`config.mk`:
```
export PLATFORM = sky130hd
export DESIGN_NAME = gpd_ports
export DESIGN_NICKNAME = d
export VERILOG_FILES = /design/src/inc/gpd_pkg.sv /design/src/design/gpd_ports.sv /design/src/design/gpd_sync.sv
export SDC_FILE = /design/constraint.sdc
export NUM_CORES = 1
export LEC_CHECK = 0
export BUFFER_PORTS_ARGS = -buffer_cell sky130_fd_sc_hd__buf_2
export CAP_MARGIN = 0
export CORE_AREA = 2 2 305 307
export CTS_BUF_LIST = sky130_fd_sc_hd__clkbuf_16
export DETAILED_ROUTE_END_ITERATION = 10
export DIE_AREA = 0 0 307 309
export SYNTH_ARGS = -nofsm -noshare
export SYNTH_HDL_FRONTEND = slang
export SYNTH_SLANG_ARGS = --single-unit
```
`constraint.sdc`:
```
create_clock -name core_clk -period 12.53 [get_ports core_clk]
set_clock_uncertainty 0.1 [all_clocks]
set_input_delay 0.6265 -clock core_clk [delete_from_list [all_inputs] [get_ports core_clk]]
set_output_delay 0.6265 -clock core_clk [all_outputs]
set_load 0.05 [all_outputs]
```
`src/inc/gpd_pkg.sv`:
```
`default_nettype none
// ----------------------------------------------------------------
// Port geometry
// ----------------------------------------------------------------
package gpd_pkg;
   localparam int GPD_PORTS = 8;
   localparam int GPD_PINS = 8;
   localparam int GPD_BITS = GPD_PORTS * GPD_PINS;
   localparam int GPD_PORT_W = 3;
   // One byte per port, port 0 in the low byte; ports 4 and 7 carry four pins
   localparam logic [63:0] GPD_PIN_MASK = 64'h0FFF_FF0F_FFFF_FFFF;
   // Debug-port pins: port 1 bit 7 and port 2 bits 3..0
   localparam logic [63:0] GPD_DBG_MASK = 64'h0000_0000_000F_8000;
   localparam int GPD_TRST_BIT = 15;
   // ----------------------------------------------------------------
   // Reset values
   // ----------------------------------------------------------------
   localparam logic [63:0] GPD_DATA_RST = 64'h0000_0000_0000_0000;
   localparam logic [63:0] GPD_DIR_RST = 64'h0000_0000_0000_0000;
   localparam logic [63:0] GPD_AFSEL_RST = GPD_DBG_MASK;
   localparam logic [63:0] GPD_DEN_RST = GPD_DBG_MASK;
   localparam logic [63:0] GPD_PDR_RST = 64'h0000_0000_0000_0000;
   localparam logic [63:0] GPD_PUR_RST = GPD_DBG_MASK;
   // ----------------------------------------------------------------
   // Configuration field select codes
   // ----------------------------------------------------------------
   localparam logic [2:0] GPD_FLD_DATA = 3'h0;
   localparam logic [2:0] GPD_FLD_DIR = 3'h1;
   localparam logic [2:0] GPD_FLD_AFSEL = 3'h2;
   localparam logic [2:0] GPD_FLD_DEN = 3'h3;
   localparam logic [2:0] GPD_FLD_PDR = 3'h4;
   localparam logic [2:0] GPD_FLD_PUR = 3'h5;

   typedef struct packed {
      logic [63:0] data;
      logic [63:0] dir;
      logic [63:0] afsel;
      logic [63:0] den;
      logic [63:0] pdr;
      logic [63:0] pur;
      logic seen;
   } gpd_state_t;
endpackage
`default_nettype wire

```
`src/design/gpd_ports.sv`:
```
// Contract
// - Ordinary pins reset tri-stated; alt select, digital enable, pulls all zero.
// - The five debug pins reset with alt select, digital enable, pull-up set.
// - Power-on or external reset restores both pin groups to their defaults.
// - Port B bit 7 returns to the debug reset input after any reset.
// - Eight independent ports decoded by one loop; ports 4 and 7 carry only four pins.
// - Direction zero: pin is input, data bit captures the pad level.
// - Direction one: pin is output, data bit driven onto the pad.
// - Alt select set: peripheral controls the pin, not the data register.
`timescale 1ns/1ps
`default_nettype none
module gpd_ports #(
   parameter int PORT_COUNT = 8,
   parameter int PIN_COUNT = 8
) (
   // Clock and reset
   input wire logic core_clk,
   input wire logic sys_rst,
   // Configuration write
   input wire logic cfg_wr,
   input wire logic [gpd_pkg::GPD_PORT_W-1:0] cfg_port,
   input wire logic [2:0] cfg_field,
   input wire logic [7:0] cfg_wdata,
   // Configuration readback
   output logic [gpd_pkg::GPD_BITS-1:0] pin_data_value,
   output logic [gpd_pkg::GPD_BITS-1:0] pin_direction_ctl,
   output logic [gpd_pkg::GPD_BITS-1:0] alt_function_select,
   output logic [gpd_pkg::GPD_BITS-1:0] digital_pad_enable,
   output logic [gpd_pkg::GPD_BITS-1:0] pull_down_select,
   output logic [gpd_pkg::GPD_BITS-1:0] pull_up_select,
   // Pads
   input wire logic [gpd_pkg::GPD_BITS-1:0] pad_in,
   output logic [gpd_pkg::GPD_BITS-1:0] pad_out,
   output logic [gpd_pkg::GPD_BITS-1:0] pad_oe_n,
   // Alternate-function peripherals
   input wire logic [gpd_pkg::GPD_BITS-1:0] periph_out,
   input wire logic [gpd_pkg::GPD_BITS-1:0] periph_oe,
   output logic [gpd_pkg::GPD_BITS-1:0] periph_in,
   // Debug controller reset
   output logic jtag_trst_n
);
   import gpd_pkg::*;

   gpd_state_t st_ff;
   gpd_state_t nxt_st;
   logic [GPD_BITS-1:0] pad_sync;

   // ----------------------------------------------------------------
   // Elaboration checks
   // ----------------------------------------------------------------
   generate
      if (PORT_COUNT != GPD_PORTS) begin : g_bad_ports
         $error("gpd_ports: PORT_COUNT must match the package port count");
      end
      if (PIN_COUNT != GPD_PINS) begin : g_bad_pins
         $error("gpd_ports: PIN_COUNT must match the package pin count");
      end
   endgenerate

   // ----------------------------------------------------------------
   // Pad input synchroniser
   // ----------------------------------------------------------------
   gpd_sync #(
      .WIDTH(GPD_BITS)
   ) u_sync (
      .core_clk(core_clk),
      .sys_rst(sys_rst),
      .async_in(pad_in),
      .sync_out(pad_sync)
   );

   // ----------------------------------------------------------------
   // Configuration and data state
   // ----------------------------------------------------------------
   always_comb begin
      logic [7:0] wv;
      wv = 8'h00;
      nxt_st = st_ff;
      nxt_st.seen = 1'b1;
      // Every port decodes the same way; only its byte lane differs
      for (int p = 0; p < GPD_PORTS; p++) begin
         if (cfg_wr && (cfg_port == GPD_PORT_W'(p))) begin
            wv = cfg_wdata & GPD_PIN_MASK[p*GPD_PINS +: GPD_PINS];
            case (cfg_field)
               GPD_FLD_DATA: begin
                  nxt_st.data[p*GPD_PINS +: GPD_PINS] = wv;
               end
               GPD_FLD_DIR: begin
                  nxt_st.dir[p*GPD_PINS +: GPD_PINS] = wv;
               end
               GPD_FLD_AFSEL: begin
                  nxt_st.afsel[p*GPD_PINS +: GPD_PINS] = wv;
               end
               GPD_FLD_DEN: begin
                  nxt_st.den[p*GPD_PINS +: GPD_PINS] = wv;
               end
               GPD_FLD_PDR: begin
                  nxt_st.pdr[p*GPD_PINS +: GPD_PINS] = wv;
               end
               GPD_FLD_PUR: begin
                  nxt_st.pur[p*GPD_PINS +: GPD_PINS] = wv;
               end
               default: begin
               end
            endcase
         end
      end
      // Input pins track the pad; a software write to them is overwritten
      nxt_st.data = (nxt_st.data & st_ff.dir) | (pad_sync & ~st_ff.dir & GPD_PIN_MASK);
   end

   // One async reset serves both power-on and the external reset pin
   always_ff @(posedge core_clk or posedge sys_rst) begin
      if (sys_rst) begin
         st_ff.data <= GPD_DATA_RST;
         st_ff.dir <= GPD_DIR_RST;
         st_ff.afsel <= GPD_AFSEL_RST;
         st_ff.den <= GPD_DEN_RST;
         st_ff.pdr <= GPD_PDR_RST;
         st_ff.pur <= GPD_PUR_RST;
         st_ff.seen <= 1'b0;
      end else begin
         st_ff <= nxt_st;
      end
   end

   // ----------------------------------------------------------------
   // Pad multiplexing
   // ----------------------------------------------------------------
   generate
      for (genvar b = 0; b < GPD_BITS; b++) begin : g_pin
         if (GPD_PIN_MASK[b]) begin : g_impl
            always_comb begin
               if (st_ff.afsel[b]) begin
                  pad_out[b] = periph_out[b];
                  pad_oe_n[b] = ~periph_oe[b];
               end else begin
                  pad_out[b] = st_ff.data[b];
                  pad_oe_n[b] = ~st_ff.dir[b];
               end
            end
            assign periph_in[b] = pad_sync[b];
         end else begin : g_absent
            // Missing pins never drive and feed nothing back; procedural like the
            // implemented pins so no bit of the pad vectors mixes assignment kinds
            always_comb begin
               pad_out[b] = 1'b0;
               pad_oe_n[b] = 1'b1;
            end
            assign periph_in[b] = 1'b0;
         end
      end
   endgenerate

   // Reverting to the debug reset input means a low pad resets the debug
   // controller; the board must keep this pin high across reset
   assign jtag_trst_n = st_ff.afsel[GPD_TRST_BIT] ? pad_sync[GPD_TRST_BIT] : 1'b1;

   assign pin_data_value = st_ff.data;
   assign pin_direction_ctl = st_ff.dir;
   assign alt_function_select = st_ff.afsel;
   assign digital_pad_enable = st_ff.den;
   assign pull_down_select = st_ff.pdr;
   assign pull_up_select = st_ff.pur;
endmodule
`default_nettype wire

```
`src/design/gpd_sync.sv`:
```
`timescale 1ns/1ps
`default_nettype none
// ----------------------------------------------------------------
// Two-stage pad synchroniser
// ----------------------------------------------------------------
module gpd_sync #(
   parameter int WIDTH = 64
) (
   // Clock and reset
   input wire logic core_clk,
   input wire logic sys_rst,
   // Pads in, synchronised copy out
   input wire logic [WIDTH-1:0] async_in,
   output logic [WIDTH-1:0] sync_out
);
   typedef struct packed {
      logic [WIDTH-1:0] s1_ff;
      logic [WIDTH-1:0] s2_ff;
   } gpd_sync_t;

   gpd_sync_t st_ff;
   gpd_sync_t nxt_st;

   generate
      if (WIDTH < 1) begin : g_bad
         $error("gpd_sync: WIDTH must be at least 1");
      end
   endgenerate

   // First stage feeds only the second stage
   always_comb begin
      nxt_st.s1_ff = async_in;
      nxt_st.s2_ff = st_ff.s1_ff;
   end

   always_ff @(posedge core_clk or posedge sys_rst) begin
      if (sys_rst) begin
         st_ff <= '0;
      end else begin
         st_ff <= nxt_st;
      end
   end

   assign sync_out = st_ff.s2_ff;
endmodule
`default_nettype wire

```
# Word-level counts from Yosys, hierarchy flattened
# Cells that the tools add are included.
dict set report totals {
  ff_bits 464
  inputBits 209
  elab_cells 350
}
dict set report classes {
  n_reduce_logical 50
  n_mux 129
  n_eq_ne 12
  bitwise_logic 116
}
# cell n
set op_table {}
lappend op_table {{$mux W8} 16}
lappend op_table {{$mux W1} 113}
lappend op_table {{$not A1 Y1} 112}
lappend op_table {{$reduce_and A2 Y1} 40}
lappend op_table {{$and A64 B60 Y64} 1}
lappend op_table {{$or A64 B60 Y64} 1}
lappend op_table {{$and A60 B60 Y60} 1}
lappend op_table {{$not A60 Y60} 1}
lappend op_table {{$eq A3 B3 Y1 const B} 6}
lappend op_table {{$eq A3 B2 Y1 const B} 4}
lappend op_table {{$logic_and A1 B1 Y1} 8}
lappend op_table {{$eq A3 B1 Y1 const B} 2}
lappend op_table {{$logic_not A3 Y1} 2}

# Depth between registers and ports, before layout
# Gate-level depths: netlist of the first run.
dict set report depth {
  word_depth 5
  mapped_depth 5
  ltp_nobuf 3
}

# Hierarchy
# A second synthesis of the first run with hierarchy kept.
dict set report hier_totals {
  cells_unflattened 1284
  area_unflattened_um2 18459.0
}
# module seq_area_each_um2 cells_per_inst n_inst area_per_inst_um2
set by_module_without_submodules {}
lappend by_module_without_submodules {gpd_ports 8426.8 1155 1 15252.1}
lappend by_module_without_submodules {gpd_sync 3203.1 129 1 3206.8}

# Worst setup path before layout of the first run
# Ideal clock, no wire load.
dict set report synth_path {
  path_kind {register -> output}
  from {register st_ff, in the netlist alt_function_select[15]}
  to {output port pad_oe_n[15] (netlist name)}
  n_path_buf 0
  path_stages_with_launch 2
  arrival_time_ns 1.614
  setup_slack_ns 10.189
  cell_sequence {dfstp_2 mux2i_1}
}
dict set report synth_via {
  elab_chain_len 1
}
# item line
set synth_lines {}
lappend synth_lines {{start, declared} gpd_ports.sv:44} ;# gpd_state_t st_ff;
lappend synth_lines {{start signal, assigned} gpd_ports.sv:123} ;# st_ff <= nxt_st;
lappend synth_lines {{$mux W1} gpd_ports.sv:134} ;# if (st_ff.afsel[b]) begin
lappend synth_lines {{end, declared} gpd_ports.sv:34} ;# output logic [gpd_pkg::GPD_BITS-1:0] pad_oe_n,
# No other way between the ends.

==> results.toml, run 1 <==
[timing]
tns_ns = 0
rsz0062_at_grt = "no"
hold_viol_final = 0
slew_viol_final = 0
fin_crit_sh = 0.255
fin_crit_ns = 3.20
fmax_ghz = 0.313
slew_headroom = 0.292
setup_viol = 0
worst_pin_slew_ns = 1.06

[synth]
synth-edff-count = 0
synth_area_leaders = "dfrtp_1 60%, mux2_2 21%, buf_4 3.4%"
syn-cell-area_sq_mm = 0.0181
yosysUniqueCellTypes = 35
ys_async_sr_fraction = 1.00
yosysTopAreaCell = "dfrtp_1"
ys.flop_type = "dfrtp_1"
synth_top_area_frac = 0.600
synth_warnings = 0
ys_seq_area_frac = 0.621
syn_avg_cell_area_sq_um = 14.3
syn_inst = 1266
synth_seq_cells = 448

[clocking]
htreeDepth = 2
clkTransAtPathRegs_ns = 0.06
cts_tree = "yes"
post_cts.repair.setup_buffers = 0
clock-root-buffer = "clkbuf_16"
clock_path_buffers = 3
clock-sinks = 448
cts_buffers = 51
clkLatencyLatePin_ns = 0.59

[pwr]
vdd_drop_max_v = 0.000101
p_per_area_mw_per_mm2 = 186
power.total_mw = 4.62
power.leakage_nw = 12.2

[routing]
drc = 0
ant_nets = 0
wl_microns = 72400
top_layer_used = "met5"
met3_length_microns = 4260
first_iter_violations = 762
routedWlPerCell_microns = 22.2
drtPass1Iterations = 5
vias = 13300
drt-vias-per-instance = 4.09
met1Wirelength_microns = 30300
wl_met2_microns = 36000

[run_status]
status = "complete, no violations"

[floorplanning]
die_h_microns = 309
die_w_microns = 307
dieArea_sq_mm = 0.0949
ios = 786
rows = 111
coreArea_sq_mm = 0.0914
start_util = 0.198

[placed_design]
place.gp.congestion = 0.832
placedInstanceArea_sq_mm = 0.0228
port_buffers = 689
hpwl_microns = 51500

[critical_path]
reg2reg_from = "alt_function_select[46]"
critical_path_class = "primary input to asynchronous set/reset pin"
startpoint_type = "primary input"
path_buf_inv = 5
crit_end = "pull_up_select[13]"
cp.required_ns = 13.02
rrSetupSlack_ns = 11.37
path_cells = "buf_2, clkinvlp_4, buf_4, buf_4, buf_4"
cp_slowest_cell = "buf_4"
crit_top_cell = "buf_4"
cp.arrival_ns = 3.68
crit_path_end_kind = "asynchronous set/reset pin"
r2r-end = "alt_function_select[46]"
cp_num_cells = 5
crit_family = "buffers and inverters"
cp_slowest_stage_delay_ns = 0.85
path_max_fanout = 75
reg2regPathDepth = 1
startpoint = "sys_rst"

[flow_run]
maxCapViolations = 0

[layout]
area_delta_synth_final_pct = 37.3
nNetsFinal = 2235
layout-drive-gt1-share = 0.571
fin_area_sq_mm = 0.0248

[global_routing]
grt_start_max_net_pins = 162
antenna_found_initial = 8
overflow = 0
grt_pass1_wl_microns = 98300
grt.total_usage = 0.146
grt_pass1_vias = 12900

[hold_path]
min_path_type = "primary input to register"
## layout by cell type (no fill, tap or decap), drive strengths merged, types with 6 or more instances in the layout
| master | n |
|---|---|
| a31oi | 56 |
| buf | 717 |
| clkbuf | 52 |
| clkinv | 20 |
| clkinvlp | 6 |
| conb | 72 |
| dfrtp | 433 |
| dfstp | 15 |
| diode | 7 |
| dlygate4sd3 | 48 |
| inv | 11 |
| mux2 | 336 |
| mux2i | 56 |
| nand2 | 77 |
| nor2 | 72 |
| nor4b | 9 |
| o21ai | 56 |
## cell usage after synthesis, drive strengths merged (2+ instances only)
cell / instances
a31oi: 56
and2: 3
and4b: 3
and4bb: 3
buf: 96
clkbuf: 32
conb: 2
dfrtp: 433
dfstp: 15
mux2: 336
mux2i: 56
nand2: 77
nand3b: 2
nand4b: 3
nand4bb: 3
nor2: 72
nor3b: 3
nor4b: 9
o21ai: 56
## routing by layer
metal / vias to the layer above / track usage
met4: 4 / 0.0457
met5: - / 0
li1: 5860 / -
met2: 588 / 0.252
met1: 6780 / 0.185
met3: 91 / 0.0243
## layout make-up
type,count,area [sq um]
Timing Repair Buffer,765,4150
Sequential cell,448,11200
Multi-Input combinational cell,759,6390
Clock inverter,37,231
Tap cell,1186,1480
Fill cell,9545,66600
Clock buffer,52,1300
Antenna cell,7,17.5
Inverter,1,7.51
## stage by stage
step / hold WS (ns) / instances / util / setup slack, ns
4_1_cts: 0.000338 / 3248 / 0.271 / 9.17
6_report: 0.0576 / 3255 / 0.272 / 9.33
3_3_place_gp: 0.231 / 3111 / 0.249 / 8.51
5_1_grt: 0.0179 / 3248 / 0.271 / 8.79
2_1_floorplan: 0.231 / 1336 / - / 5.76
3_5_place_dp: 0.235 / 3111 / 0.249 / 8.50
## how the worst min path moves through the flow
stage / slack (ns) / cells after the start / to / start
2_1_floorplan: 0.23 / 0 / u_sync.sync_out[0] / u_sync.nxt_st[0]
3_3_place_gp: 0.23 / 0 / u_sync.sync_out[1] / u_sync.nxt_st[1]
3_5_place_dp: 0.23 / 0 / u_sync.sync_out[21] / u_sync.nxt_st[21]
4_1_cts: 0.0003 / 1 / u_sync.nxt_st[40] / pad_in[40]
5_1_grt: 0.02 / 1 / u_sync.nxt_st[40] / pad_in[40]
6_report: 0.06 / 1 / u_sync.nxt_st[40] / pad_in[40]
## cell families (layout without fill, tap and decap cells)
kind of cell    count (synthesis)  in the layout  share of synthesized area
buf+inv                       129            855                     0.0443
mux                           392            392                      0.240
flops                         448            448                      0.621
compound gates                112            112                     0.0349
other cells                     2             79                   0.000416
simple gates                  183            183                     0.0585
## power by group
group / switching, mW / internal, mW
Sequential: 0.148 / 1.61
Clock: 0.626 / 0.773
Combinational: 1.12 / 0.342
## what timing repair did
action / in CTS / in global routing
endpoints found under the hold margin: 48 / 0
hold buffers: 48 / 0
gates resized for setup: 0 / 0
(Power assumes the default switching activity.)
==> inputs of run 2 (changes only) <==
--- a/config.mk
+++ b/config.mk
@@ -7,10 +7,10 @@
 export LEC_CHECK = 0
 export BUFFER_PORTS_ARGS = -buffer_cell sky130_fd_sc_hd__buf_2
 export CAP_MARGIN = 0
-export CORE_AREA = 2 2 305 307
+export CORE_AREA = 2 2 306 308
 export CTS_BUF_LIST = sky130_fd_sc_hd__clkbuf_16
 export DETAILED_ROUTE_END_ITERATION = 10
-export DIE_AREA = 0 0 307 309
+export DIE_AREA = 0 0 308 310
 export SYNTH_ARGS = -nofsm -noshare
 export SYNTH_HDL_FRONTEND = slang
 export SYNTH_SLANG_ARGS = --single-unit
==> constraint.sdc (replaced) <==
create_clock -name core_clk -period 3.1 [get_ports core_clk]
set_clock_uncertainty 0.1 [all_clocks]
set_input_delay 0.155 -clock core_clk [delete_from_list [all_inputs] [get_ports core_clk]]
set_output_delay 0.155 -clock core_clk [all_outputs]
set_load 0.05 [all_outputs]
==> run 2 against run 1 <==
Effect of this change:
- total power increased to 4.1 times the previous value
- critical path depth down 3
- final cell count grew 1.2%
- critical path type is now register to primary output
- setup slack worse by 8.6 ns
- global-route usage increased by 0.40 points
- sequential power rose to 4.1 times the previous value
- die area is 0.65% higher
- routed wire length grew 2.1%
==> results.toml, run 2 (same netlist as run 1, synthesis figures left out) <==
[critical_path]
path_max_fanout = 5
cp.arrival_ns = 2.10
cp.required_ns = 2.84
startpoint_type = "register"
critical_path_class = "register to primary output"
crit_path_end_kind = "primary output"

[layout]
layout-drive-gt1-share = 0.575
most-common-layout-cells = "689 x buf_2, 433 x dfrtp_1, 333 x mux2_2, 72 x conb_1, 65 x nand2_1"
mostFrequentLayoutCell = "buf_2"
utilization = 0.272
nNetsFinal = 2269
fillers = 9588
area_delta_synth_final_pct = 39.4

[pwr]
seq_power_share = 0.378
power_frac_clock = 0.308
vdd_drop_max_v = 0.000454
power.leakage_nw = 12.4
netSwitchingFraction = 0.403
intPower_mw = 11.3
p_sw_mw = 7.60
power.total_mw = 18.9
p_comb_frac = 0.314
p_per_area_mw_per_mm2 = 750

[clocking]
clock-root-buffer = "clkbuf_16"
clock-sinks = 448
clkLatencyLatePin_ns = 0.58
clock_path_buffers = 3
htreeDepth = 2
clkTransAtPathRegs_ns = 0.07
cts_tree = "yes"
cts_resized = 0
cts_buffers = 49

[global_routing]
grt_pass1_vias = 13500
grt_start_max_net_pins = 130
grt_pass1_wl_microns = 102000
grt.total_usage = 0.150
antenna_found_initial = 12
overflow = 0

[timing]
hold_viol_final = 0
rsz0062_at_grt = "no"
fmax_ghz = 0.425
setup_viol = 0
fin_crit_ns = 2.35
slew_headroom = 0.250
fin_crit_sh = 0.759
worst_pin_slew_ns = 1.13
slew_viol_final = 0

[floorplanning]
die_w_microns = 308
rows = 112
start_util = 0.195
ios = 786
coreArea_sq_mm = 0.0925
dieArea_sq_mm = 0.0955
die_h_microns = 310

[hold_path]
min_path_type = "primary input to asynchronous set/reset pin"

[routing]
first_iter_violations = 798
drt-vias-per-instance = 4.09
drc = 0
vias = 13500
routedWlPerCell_microns = 22.4
wl_microns = 73900
ant_nets = 0
drtPass1Iterations = 4

[placed_design]
place.gp.congestion = 0.783
port_buffers = 689
hpwl_microns = 54100

[run_status]
status = "complete, no violations"

[flow_run]
maxCapViolations = 0
[run 2: final cells by class]
| type | count | area (sq um) | share of cell area |
|---|---|---|---|
| diodes | 3 | 7.51 | 0.000298 |
| clock buffers | 50 | 1250 | 0.0497 |
| clock inverters | 36 | 319 | 0.0127 |
| inverters | 1 | 7.51 | 0.000298 |
| multi-input cells | 759 | 6390 | 0.254 |
| flip-flops and latches | 448 | 11200 | 0.446 |
| well taps | 1197 | 1500 | 0.0595 |
| repair buffers | 801 | 4480 | 0.178 |
[run 2: through the flow]
stage	instance area, sq um	hold WS [ns]	std cells	TNS, ns	worst slack (ns)
floorplan	18300	0.0864	1336	-1408.42	-3.20
global placement	23000	0.0936	3148	0	0.738
detailed placement	23000	0.0958	3148	0	0.681
CTS	25200	0.000327	3292	0	0.660
global route	25200	0.0372	3293	0	0.660
finish	25200	0.0469	3295	0	0.746
[run 2: worst max-delay path, stage by stage (launching register included)]
cell and delay (ns):
dfrtp_1 0.75, mux2i_1 0.42, buf_2 0.33
[run 2: final timing paths]
check                                         from                      end  slack (ns)  cells after the start
max                        alt_function_select[40]             pad_oe_n[40]        0.75                      2
min                                        sys_rst    pin_direction_ctl[18]        0.05                      3
max reg2reg                alt_function_select[40]  alt_function_select[40]        1.89                      1
min reg2reg                      u_sync.nxt_st[25]      u_sync.sync_out[25]        0.24                      0
max in group asynchronous                  sys_rst  alt_function_select[41]        1.71                      4
min in group core_clk                 cfg_wdata[3]  alt_function_select[19]        0.06                      2
[run 2: repair_timing]
action                    in CTS  in global routing
hold endpoints to repair     176                  0
setup buffers                  0                  0
hold buffers                  58                  0
[run 2: layer usage]
metal / wire (microns) / vias to the layer above / GRT usage
li1: - / 5922 / -
met4: 1640 / 8 / 0.0425
met1: 31200 / 6904 / 0.194
met3: 4600 / 96 / 0.0259
met5: 38 / - / 0
met2: 36400 / 556 / 0.255
[run 2: power by group through the flow]
stage / Combinational, mW / Clock (mW) / Sequential (mW)
after floorplan: 2.29 / 0 / 9.28
after global placement: 5.89 / 0 / 7.22
after detailed placement: 5.92 / 0 / 7.24
after CTS: 5.99 / 6.00 / 7.14
after global routing: 6.18 / 6.25 / 7.22
final: 5.93 / 5.81 / 7.14
